**src/common/cdt_pkg.sv**
```systemverilog
// Summary of operation
// - Ready asserts within ten clocks of access
// - DMA request while FIFO has data/room
// - DMA timeout bounds request duration
// - Timeout mode: timer advances every four clocks
// - Trigger command gives one-clock trigger pulse
// - Timer delays count system clock cycles
// - Acceptor handshake timed by system clock
// - Interrupt conditions evaluated on system clock
`default_nettype none
package cdt_pkg;
	// ----------------------------------------------------------------
	// Timing counts
	// ----------------------------------------------------------------
	localparam logic [3:0] cdt_rdy_lat_max  = 4'h a;
	localparam logic [3:0] cdt_rdy_lat_use  = 4'h 3;
	localparam logic [1:0] cdt_dma_prescale = 2'h 3;
	localparam logic [2:0] cdt_acc_delay    = 3'h 4;
	// ----------------------------------------------------------------
	// Field layouts and commands
	// ----------------------------------------------------------------
	localparam logic [7:0] cdt_aux_trig_cmd = 8'h 0a;
	localparam logic [7:0] cdt_timer_rst    = 8'h 00;
	localparam logic [4:0] cdt_reg_addr_w   = 5'h 05;
	typedef enum logic [2:0] {
		cdt_acc_idle_st = 3'b001,
		cdt_acc_wait_st = 3'b010,
		cdt_acc_done_st = 3'b100
	} cdt_acc_state_type;
endpackage
`default_nettype wire

```
**src/common/cdt_tmr_if.sv**
```systemverilog
`default_nettype none
interface cdt_tmr_if;
	logic       start;
	logic [7:0] limit;
	logic       expired;
	modport owner (output start, output limit, input expired);
	modport timer (input start, input limit, output expired);
endinterface
`default_nettype wire

```
**src/hw/cdt_dma_timer.sv**
```systemverilog
`default_nettype none
module cdt_dma_timer (
	input  wire logic clk_in,
	input  wire logic arst_n_in,
	cdt_tmr_if.timer  tif
);
	logic [1:0] pre_ff;
	logic [7:0] cnt_ff;
	logic       tick;
	// ----------------------------------------------------------------
	// Prescaler: one timer count per four clocks
	// ----------------------------------------------------------------
	assign tick = (pre_ff == cdt_pkg::cdt_dma_prescale);
	assign tif.expired = (tif.limit != cdt_pkg::cdt_timer_rst)
		&& (cnt_ff >= tif.limit);
	// Counter restarts when the request drops, delay scales with clock
	always_ff @(posedge clk_in or negedge arst_n_in) begin
		if (!arst_n_in) begin
			pre_ff <= 2'h 0;
			cnt_ff <= cdt_pkg::cdt_timer_rst;
		end else if (!tif.start) begin
			pre_ff <= 2'h 0;
			cnt_ff <= cdt_pkg::cdt_timer_rst;
		end else begin
			pre_ff <= pre_ff + 2'h 1;
			if (tick && !tif.expired)
				cnt_ff <= cnt_ff + 8'h 01;
		end
	end
	// Prescaler must wrap every four clocks while the request stands
	property p_tick4;
		@(posedge clk_in) disable iff (!arst_n_in)
		tif.start && tick ##1 tif.start [*3] |-> !tick;
	endproperty
	a_tick4: assert property (p_tick4)
		else $error("tick spacing");
	// Count only moves on a prescaler tick
	property p_cnt_step;
		@(posedge clk_in) disable iff (!arst_n_in)
		tif.start && !tick |=> $stable(cnt_ff);
	endproperty
	a_cnt_step: assert property (p_cnt_step)
		else $error("count off tick");
	// A dropped request clears the timeout one clock later
	property p_exp_clr;
		@(posedge clk_in) disable iff (!arst_n_in)
		!tif.start |=> !tif.expired;
	endproperty
	a_exp_clr: assert property (p_exp_clr)
		else $error("timeout stuck");
endmodule
`default_nettype wire

```
**src/hw/cdt_timing.sv**
```systemverilog
`default_nettype none
module cdt_timing (
	input  wire logic       clk_in,
	input  wire logic       arst_n_in,
	input  wire logic       legacy_acc_in,
	input  wire logic       dma_cycle_in,
	input  wire logic       fifo_rd_avail_in,
	input  wire logic       fifo_wr_room_in,
	input  wire logic [7:0] dma_timeout_in,
	input  wire logic       aux_wr_in,
	input  wire logic [7:0] aux_data_in,
	input  wire logic       int_cond_in,
	input  wire logic       dav_in,
	output logic            rdy_stretch_out,
	output logic            dma_request_out,
	output logic            trig_out,
	output logic            int_out,
	output logic            ndac_rel_out
);
	// ----------------------------------------------------------------
	// Pin synchronisers
	// ----------------------------------------------------------------
	logic [1:0] dav_sync_ff;
	logic [1:0] int_sync_ff;
	always_ff @(posedge clk_in or negedge arst_n_in) begin
		if (!arst_n_in) begin
			dav_sync_ff <= 2'h 0;
			int_sync_ff <= 2'h 0;
		end else begin
			dav_sync_ff <= {dav_sync_ff[0], dav_in};
			int_sync_ff <= {int_sync_ff[0], int_cond_in};
		end
	end
	// ----------------------------------------------------------------
	// Cycle ready: stretch legacy accesses only
	// ----------------------------------------------------------------
	logic [3:0] rdy_cnt_ff;
	logic [3:0] nxt_rdy_cnt;
	logic       legacy_hit;
	// DMA cycles never stretch, so a DMA engine is never stalled here
	assign legacy_hit = legacy_acc_in && !dma_cycle_in;
	assign nxt_rdy_cnt = !legacy_hit ? 4'h 0 :
		(rdy_cnt_ff == cdt_pkg::cdt_rdy_lat_use) ? rdy_cnt_ff :
		rdy_cnt_ff + 4'h 1;
	always_ff @(posedge clk_in or negedge arst_n_in) begin
		if (!arst_n_in)
			rdy_cnt_ff <= 4'h 0;
		else
			rdy_cnt_ff <= nxt_rdy_cnt;
	end
	// Host holds the cycle while this is high
	assign rdy_stretch_out = legacy_hit
		&& (rdy_cnt_ff != cdt_pkg::cdt_rdy_lat_use);
	// ----------------------------------------------------------------
	// DMA request with timeout
	// ----------------------------------------------------------------
	cdt_tmr_if tif ();
	logic dma_want;
	logic dma_req_ff;
	assign dma_want = fifo_rd_avail_in || fifo_wr_room_in;
	assign tif.start = dma_want;
	assign tif.limit = dma_timeout_in;
	cdt_dma_timer u_timer (
		.clk_in    (clk_in),
		.arst_n_in (arst_n_in),
		.tif       (tif)
	);
	always_ff @(posedge clk_in or negedge arst_n_in) begin
		if (!arst_n_in)
			dma_req_ff <= 1'b0;
		else
			dma_req_ff <= dma_want && !tif.expired;
	end
	assign dma_request_out = dma_req_ff;
	// ----------------------------------------------------------------
	// Trigger pulse from the aux mode command write
	// ----------------------------------------------------------------
	logic trig_ff;
	logic trig_hit;
	assign trig_hit = aux_wr_in
		&& (aux_data_in == cdt_pkg::cdt_aux_trig_cmd);
	always_ff @(posedge clk_in or negedge arst_n_in) begin
		if (!arst_n_in)
			trig_ff <= 1'b0;
		else
			trig_ff <= trig_hit && !trig_ff;
	end
	assign trig_out = trig_ff;
	// ----------------------------------------------------------------
	// Interrupt: condition sampled on the system clock
	// ----------------------------------------------------------------
	logic int_ff;
	always_ff @(posedge clk_in or negedge arst_n_in) begin
		if (!arst_n_in)
			int_ff <= 1'b0;
		else
			int_ff <= int_sync_ff[1];
	end
	assign int_out = int_ff;
	// ----------------------------------------------------------------
	// Acceptor handshake: release after a clock-counted settle
	// ----------------------------------------------------------------
	cdt_pkg::cdt_acc_state_type acc_ff;
	cdt_pkg::cdt_acc_state_type nxt_acc;
	logic [2:0] acc_cnt_ff;
	logic       acc_cnt_done;
	assign acc_cnt_done = (acc_cnt_ff == cdt_pkg::cdt_acc_delay);
	always_comb begin
		nxt_acc = acc_ff;
		unique case (acc_ff)
			cdt_pkg::cdt_acc_idle_st: begin
				if (dav_sync_ff[1])
					nxt_acc = cdt_pkg::cdt_acc_wait_st;
			end
			cdt_pkg::cdt_acc_wait_st: begin
				if (acc_cnt_done)
					nxt_acc = cdt_pkg::cdt_acc_done_st;
			end
			cdt_pkg::cdt_acc_done_st: begin
				if (!dav_sync_ff[1])
					nxt_acc = cdt_pkg::cdt_acc_idle_st;
			end
			default: nxt_acc = cdt_pkg::cdt_acc_idle_st;
		endcase
	end
	always_ff @(posedge clk_in or negedge arst_n_in) begin
		if (!arst_n_in) begin
			acc_ff     <= cdt_pkg::cdt_acc_idle_st;
			acc_cnt_ff <= 3'h 0;
		end else begin
			acc_ff     <= nxt_acc;
			acc_cnt_ff <= (acc_ff == cdt_pkg::cdt_acc_wait_st)
				? acc_cnt_ff + 3'h 1 : 3'h 0;
		end
	end
	assign ndac_rel_out = (acc_ff == cdt_pkg::cdt_acc_done_st);
	// ----------------------------------------------------------------
	// Assertions
	// ----------------------------------------------------------------
	// Ready must show within the bounded stretch
	property p_rdy_bound;
		@(posedge clk_in) disable iff (!arst_n_in)
		$rose(legacy_hit) |-> ##[0:10] !rdy_stretch_out;
	endproperty
	a_rdy_bound: assert property (p_rdy_bound)
		else $error("ready late");
	// A fresh legacy access is stretched from its first cycle
	property p_rdy_first;
		@(posedge clk_in) disable iff (!arst_n_in)
		$rose(legacy_hit) |-> rdy_stretch_out;
	endproperty
	a_rdy_first: assert property (p_rdy_first)
		else $error("no stretch");
	// Once ready, a held access is not stretched again
	property p_rdy_hold;
		@(posedge clk_in) disable iff (!arst_n_in)
		legacy_hit && !rdy_stretch_out ##1 legacy_hit |-> !rdy_stretch_out;
	endproperty
	a_rdy_hold: assert property (p_rdy_hold)
		else $error("ready withdrawn");
	// Other and DMA cycles are never stretched
	property p_no_stretch;
		@(posedge clk_in) disable iff (!arst_n_in)
		!legacy_hit |-> !rdy_stretch_out;
	endproperty
	a_no_stretch: assert property (p_no_stretch)
		else $error("bad stretch");
	// No FIFO data or room means no request next cycle
	property p_dma_req;
		@(posedge clk_in) disable iff (!arst_n_in)
		!dma_want |=> !dma_request_out;
	endproperty
	a_dma_req: assert property (p_dma_req)
		else $error("dma req idle");
	// Data or room with time left raises the request
	property p_dma_go;
		@(posedge clk_in) disable iff (!arst_n_in)
		dma_want && !tif.expired |=> dma_request_out;
	endproperty
	a_dma_go: assert property (p_dma_go)
		else $error("dma req missing");
	// An expired timer drops the request
	property p_dma_to;
		@(posedge clk_in) disable iff (!arst_n_in)
		tif.expired |=> !dma_request_out;
	endproperty
	a_dma_to: assert property (p_dma_to)
		else $error("dma timeout");
	// Trigger pulse lasts a single clock
	property p_trig1;
		@(posedge clk_in) disable iff (!arst_n_in)
		trig_out |=> !trig_out;
	endproperty
	a_trig1: assert property (p_trig1)
		else $error("trig width");
	// The trigger command produces the pulse unless a pulse is already high
	property p_trig_go;
		@(posedge clk_in) disable iff (!arst_n_in)
		trig_hit && !trig_out |=> trig_out;
	endproperty
	a_trig_go: assert property (p_trig_go)
		else $error("trig missing");
	// No pulse without the trigger command
	property p_trig_src;
		@(posedge clk_in) disable iff (!arst_n_in)
		trig_out |-> $past(trig_hit);
	endproperty
	a_trig_src: assert property (p_trig_src)
		else $error("trig spurious");
	// Synchronised condition reaches the pin one clock later
	property p_int_lat;
		@(posedge clk_in) disable iff (!arst_n_in)
		int_sync_ff[1] |=> int_out;
	endproperty
	a_int_lat: assert property (p_int_lat)
		else $error("int lag");
	// A cleared condition clears the pin one clock later
	property p_int_clr;
		@(posedge clk_in) disable iff (!arst_n_in)
		!int_sync_ff[1] |=> !int_out;
	endproperty
	a_int_clr: assert property (p_int_clr)
		else $error("int stuck");
	// Acceptance waits out the clock-counted settle
	property p_acc;
		@(posedge clk_in) disable iff (!arst_n_in)
		$rose(acc_ff == cdt_pkg::cdt_acc_wait_st) |-> !ndac_rel_out [*5];
	endproperty
	a_acc: assert property (p_acc)
		else $error("accept early");
	// Settle count done means acceptance next clock
	property p_acc_go;
		@(posedge clk_in) disable iff (!arst_n_in)
		acc_cnt_done && acc_ff == cdt_pkg::cdt_acc_wait_st |=> ndac_rel_out;
	endproperty
	a_acc_go: assert property (p_acc_go)
		else $error("accept late");
	// Acceptance holds while data valid stays up
	property p_acc_hold;
		@(posedge clk_in) disable iff (!arst_n_in)
		ndac_rel_out && dav_sync_ff[1] |=> ndac_rel_out;
	endproperty
	a_acc_hold: assert property (p_acc_hold)
		else $error("accept dropped");
	// Idle never jumps straight to acceptance
	property p_acc_idle;
		@(posedge clk_in) disable iff (!arst_n_in)
		acc_ff == cdt_pkg::cdt_acc_idle_st |=> !ndac_rel_out;
	endproperty
	a_acc_idle: assert property (p_acc_idle)
		else $error("accept skipped");
	// Main scenarios that the bench should reach
	c_rdy: cover property (@(posedge clk_in) $fell(rdy_stretch_out));
	c_dma: cover property (@(posedge clk_in) $fell(dma_request_out));
	c_trig: cover property (@(posedge clk_in) trig_out);
	c_acc: cover property (@(posedge clk_in) ndac_rel_out);
endmodule
`default_nettype wire

```
**config.mk**
```make
export PLATFORM = sky130hd
export DESIGN_NAME = cdt_timing
export DESIGN_NICKNAME = d
export VERILOG_FILES = /design/src/common/cdt_pkg.sv /design/src/common/cdt_tmr_if.sv /design/src/hw/cdt_dma_timer.sv /design/src/hw/cdt_timing.sv
export SDC_FILE = /design/constraint.sdc
export NUM_CORES = 1
export LEC_CHECK = 0
export BUFFER_PORTS_ARGS = -buffer_cell sky130_fd_sc_hd__buf_2
export CAP_MARGIN = 25
export CORE_MARGIN = 3
export CORE_UTILIZATION = 48
export DETAILED_ROUTE_END_ITERATION = 8
export PLACE_DENSITY = 0.83
export SLEW_MARGIN = 20
export SYNTH_ARGS = -nofsm -noshare
export SYNTH_HDL_FRONTEND = slang
export SYNTH_HIERARCHICAL = 1
export SYNTH_SLANG_ARGS = --single-unit
```
**constraint.sdc**
```tcl
create_clock -name clk_in -period 2 [get_ports clk_in]
set_input_delay 0 -clock clk_in [delete_from_list [all_inputs] [get_ports clk_in]]
set_output_delay 0 -clock clk_in [all_outputs]
set_load 0.02 [all_outputs]
```
==> impl_metrics.tcl <==
set metrics [dict create \
    status "finished with violations" \
    violations "negative setup slack" \
    place_ws_ns -0.146 \
    hp-start "fifo_wr_room_in" \
    vias_per_cell 5.41 \
    holdPathStages 3 \
    fin_cells 226 \
    finalPower_uw 1390 \
    cts_root_buffer "clkbuf_4" \
    hold_path_class "in -> reg" \
    critPathLaunchType "register" \
    row_count 19 \
    nets 234 \
    ys.flop_type "dfrtp_1" \
    wl_per_cell_um 14.2 \
    met3_usage_pct 4.89 \
    cts_buffers 3 \
    timing.rr.end "u_timer/cnt_ff[7]$_DFFE_PN0P_" \
    yosysTopAreaCell "dfrtp_1" \
    grt_overflow 0 \
    ant_nets 0 \
    cellPowerDensity_nw_per_um2 718 \
    regToRegStartpoint "u_timer/cnt_ff[0]$_DFFE_PN0P_" \
    wl_mm 3.22 \
    grt_use_total_pct 19.0 \
    grt.met2_usage_pct 35.1 \
    synth_edf_count 0 \
    yosys-top-cells-area "dfrtp_1, ha_1, inv_1" \
    syn_area_per_cell_sq_um 10.4 \
    first_global_vias 1241 \
    hold_viol 0 \
    place.gp.congestion 0.837 \
    globalRouteMet1Util_pct 22.3 \
    antenna_cells 0 \
    rsz0062_at_grt "true" \
    io_pins 30 \
    maxSlewHeadroom_pct 60.4 \
    min_period_ns 2.20 \
    die_w_um 60.6 \
    layout_common_cells "buf_2, dfrtp_1, buf_4" \
    start_util_pct 51.1 \
    finalCritPeriodShare_pct 110 \
    grt_pass1_wl_mm 5.22 \
    critPathCaptureType "register" \
    synth-seq-cells 27 \
    hold_end "u_timer/pre_ff[1]$_DFF_PN0_" \
    clock-sinks 27 \
    fmax_ghz 0.455 \
    setup-violations-final 8 \
    crit_fanout 3 \
    mostFrequentLayoutCell "buf_2" \
    vias 1222 \
    holdWs_ns 0.0412 \
    ir_worst_vdd_v 0.000601 \
    r2r_cells 8 \
    cts_buffer_depth 2 \
    worstSetupPathType "reg -> reg" \
    grt_max_degree 28 \
    synth.top_cell.area_share_pct 45.4 \
    final-max-slew-violation-count 0 \
    ys_types 37 \
    coreArea_sq_um 2810 \
    antenna_found_initial 0 \
    syn_to_final_growth_pct 34.8 \
    tightest_slew_ns 0.594 \
    layout-drive-gt1-share_pct 34.4 \
    clock_latency_ns 0.32 \
    place_hpwl_mm 2.37 \
    cp.arrival_ns 2.46 \
    skew_ns 0.00291 \
    port_buffers 29 \
    maxCapViolCount 0 \
    ff2ff_setup_slack_ns -0.20 \
    cts_tree "yes" \
    final_util_pct 68.8 \
    p_leak_uw 0.000930 \
    die_y_um 60.6 \
    final.setup.worst_slack_ns -0.199 \
    clk_pin_slew_ns 0.14 \
    drt_iter0_markers 22 \
    die_area_sq_um 3680 \
    grt-busiest-layer "met2" \
    synth_cells 138 \
    required_ns 2.26 \
    synthesis.area_sq_um 1430 \
    first_pass_iters 4 \
    yosysWarnings 6 \
    ctsHtreeMaxLevel 1 \
    drc 0 \
    syn-num-nets 176 \
    dp.cells 206 \
    ys_seq_area_share_pct 47.2 \
    async_flop_share_pct 100 \
]
cell type report:
class / instances / area [sq um]
clock buffer: 4 / 26.3
fill: 199 / 875
inverter: 14 / 52.6
multi-input combinational: 96 / 772
sequential: 27 / 677
tap: 31 / 38.8
timing repair buffer: 54 / 364
how the worst max path moves through the flow:
stage	end	slack, ns	from
2_1_floorplan	u_timer/cnt_ff[7]$_DFFE_PN0P_	-0.01	u_timer/cnt_ff[0]$_DFFE_PN0P_
3_3_place_gp	u_timer/cnt_ff[7]$_DFFE_PN0P_	-0.03	u_timer/cnt_ff[0]$_DFFE_PN0P_
3_5_place_dp	u_timer/cnt_ff[7]$_DFFE_PN0P_	-0.15	u_timer/cnt_ff[0]$_DFFE_PN0P_
4_1_cts	u_timer/cnt_ff[7]$_DFFE_PN0P_	-0.18	u_timer/cnt_ff[0]$_DFFE_PN0P_
5_1_grt	u_timer/cnt_ff[7]$_DFFE_PN0P_	-0.28	u_timer/cnt_ff[0]$_DFFE_PN0P_
6_report	u_timer/cnt_ff[7]$_DFFE_PN0P_	-0.20	u_timer/cnt_ff[0]$_DFFE_PN0P_
sequential cells by signal, summed over array words and instances (netlist names):
signal / count
acc_ff: 3
u_timer/pre_ff: 2
u_timer/cnt_ff: 8
trig_out: 1
acc_cnt_ff: 3
int_out: 1
rdy_cnt_ff: 4
dav_sync_ff: 2
int_sync_ff: 2
dma_request_out: 1
per-stage QoR:
stage	TNS, ns	area [sq um]
2_1_floorplan	-0.0104	1490
5_1_grt	-1.77	1930
3_5_place_dp	-0.450	1730
3_3_place_gp	-0.0344	1730
4_1_cts	-0.846	1870
6_report	-1.13	1930
power breakdown:
group	internal, uW	switching [uW]	leakage (uW)
combinational	266	216	0.000564
sequential	616	49.5	0.000351
clock	78.1	160	0.0000150
Yosys cell counts (all sizes together) (3+ instances only):
master	n
nor2b	3
o21ai	7
or3	5
or4	4
ha	13
nand3b	3
nand2	6
nand2b	3
inv	14
and2	3
dfrtp	26
nand4	3
nor2	13
a21oi	9
nand3	4
cells by family (layout without fill, tap and decap cells):
| group | count (synthesis) | after routing | synth area share, % |
|---|---|---|---|
| fa+ha+maj | 13 | 13 | 11.4 |
| simple gates | 55 | 55 | 24.0 |
| buf+inv | 15 | 72 | 4.45 |
| xor+xnor | 4 | 4 | 2.45 |
| flops | 27 | 27 | 47.2 |
| mux | 1 | 1 | 0.699 |
| compound gates | 23 | 23 | 9.78 |
worst max-delay path, cell delays in order, from the launching register on:
cell       delay [ns]
dfrtp_1          0.42
inv_2            0.08
ha_4             0.19
nand2b_4         0.14
a2111oi_4        0.32
or4_4            0.22
nand4_4          0.08
or4_1            0.55
a21oi_1          0.14
routing by layer:
metal / part of all wire, % / wire [um]
met1: 41 / 1330
met2: 54 / 1740
met3: 3.7 / 120
met4: 0.87 / 28
met5: 0 / 0
what timing repair did:
item | 4_1_cts | 5_1_grt
setup buffers | 4 | 4
hold endpoints to repair | 33 | 0
hold buffers | 8 | 0
endpoints found under the setup margin | 7 | 8
resized for setup | 2 | 14
pin swaps | 4 | 6
cloned | 0 | 0
(Power assumes the default switching activity.)
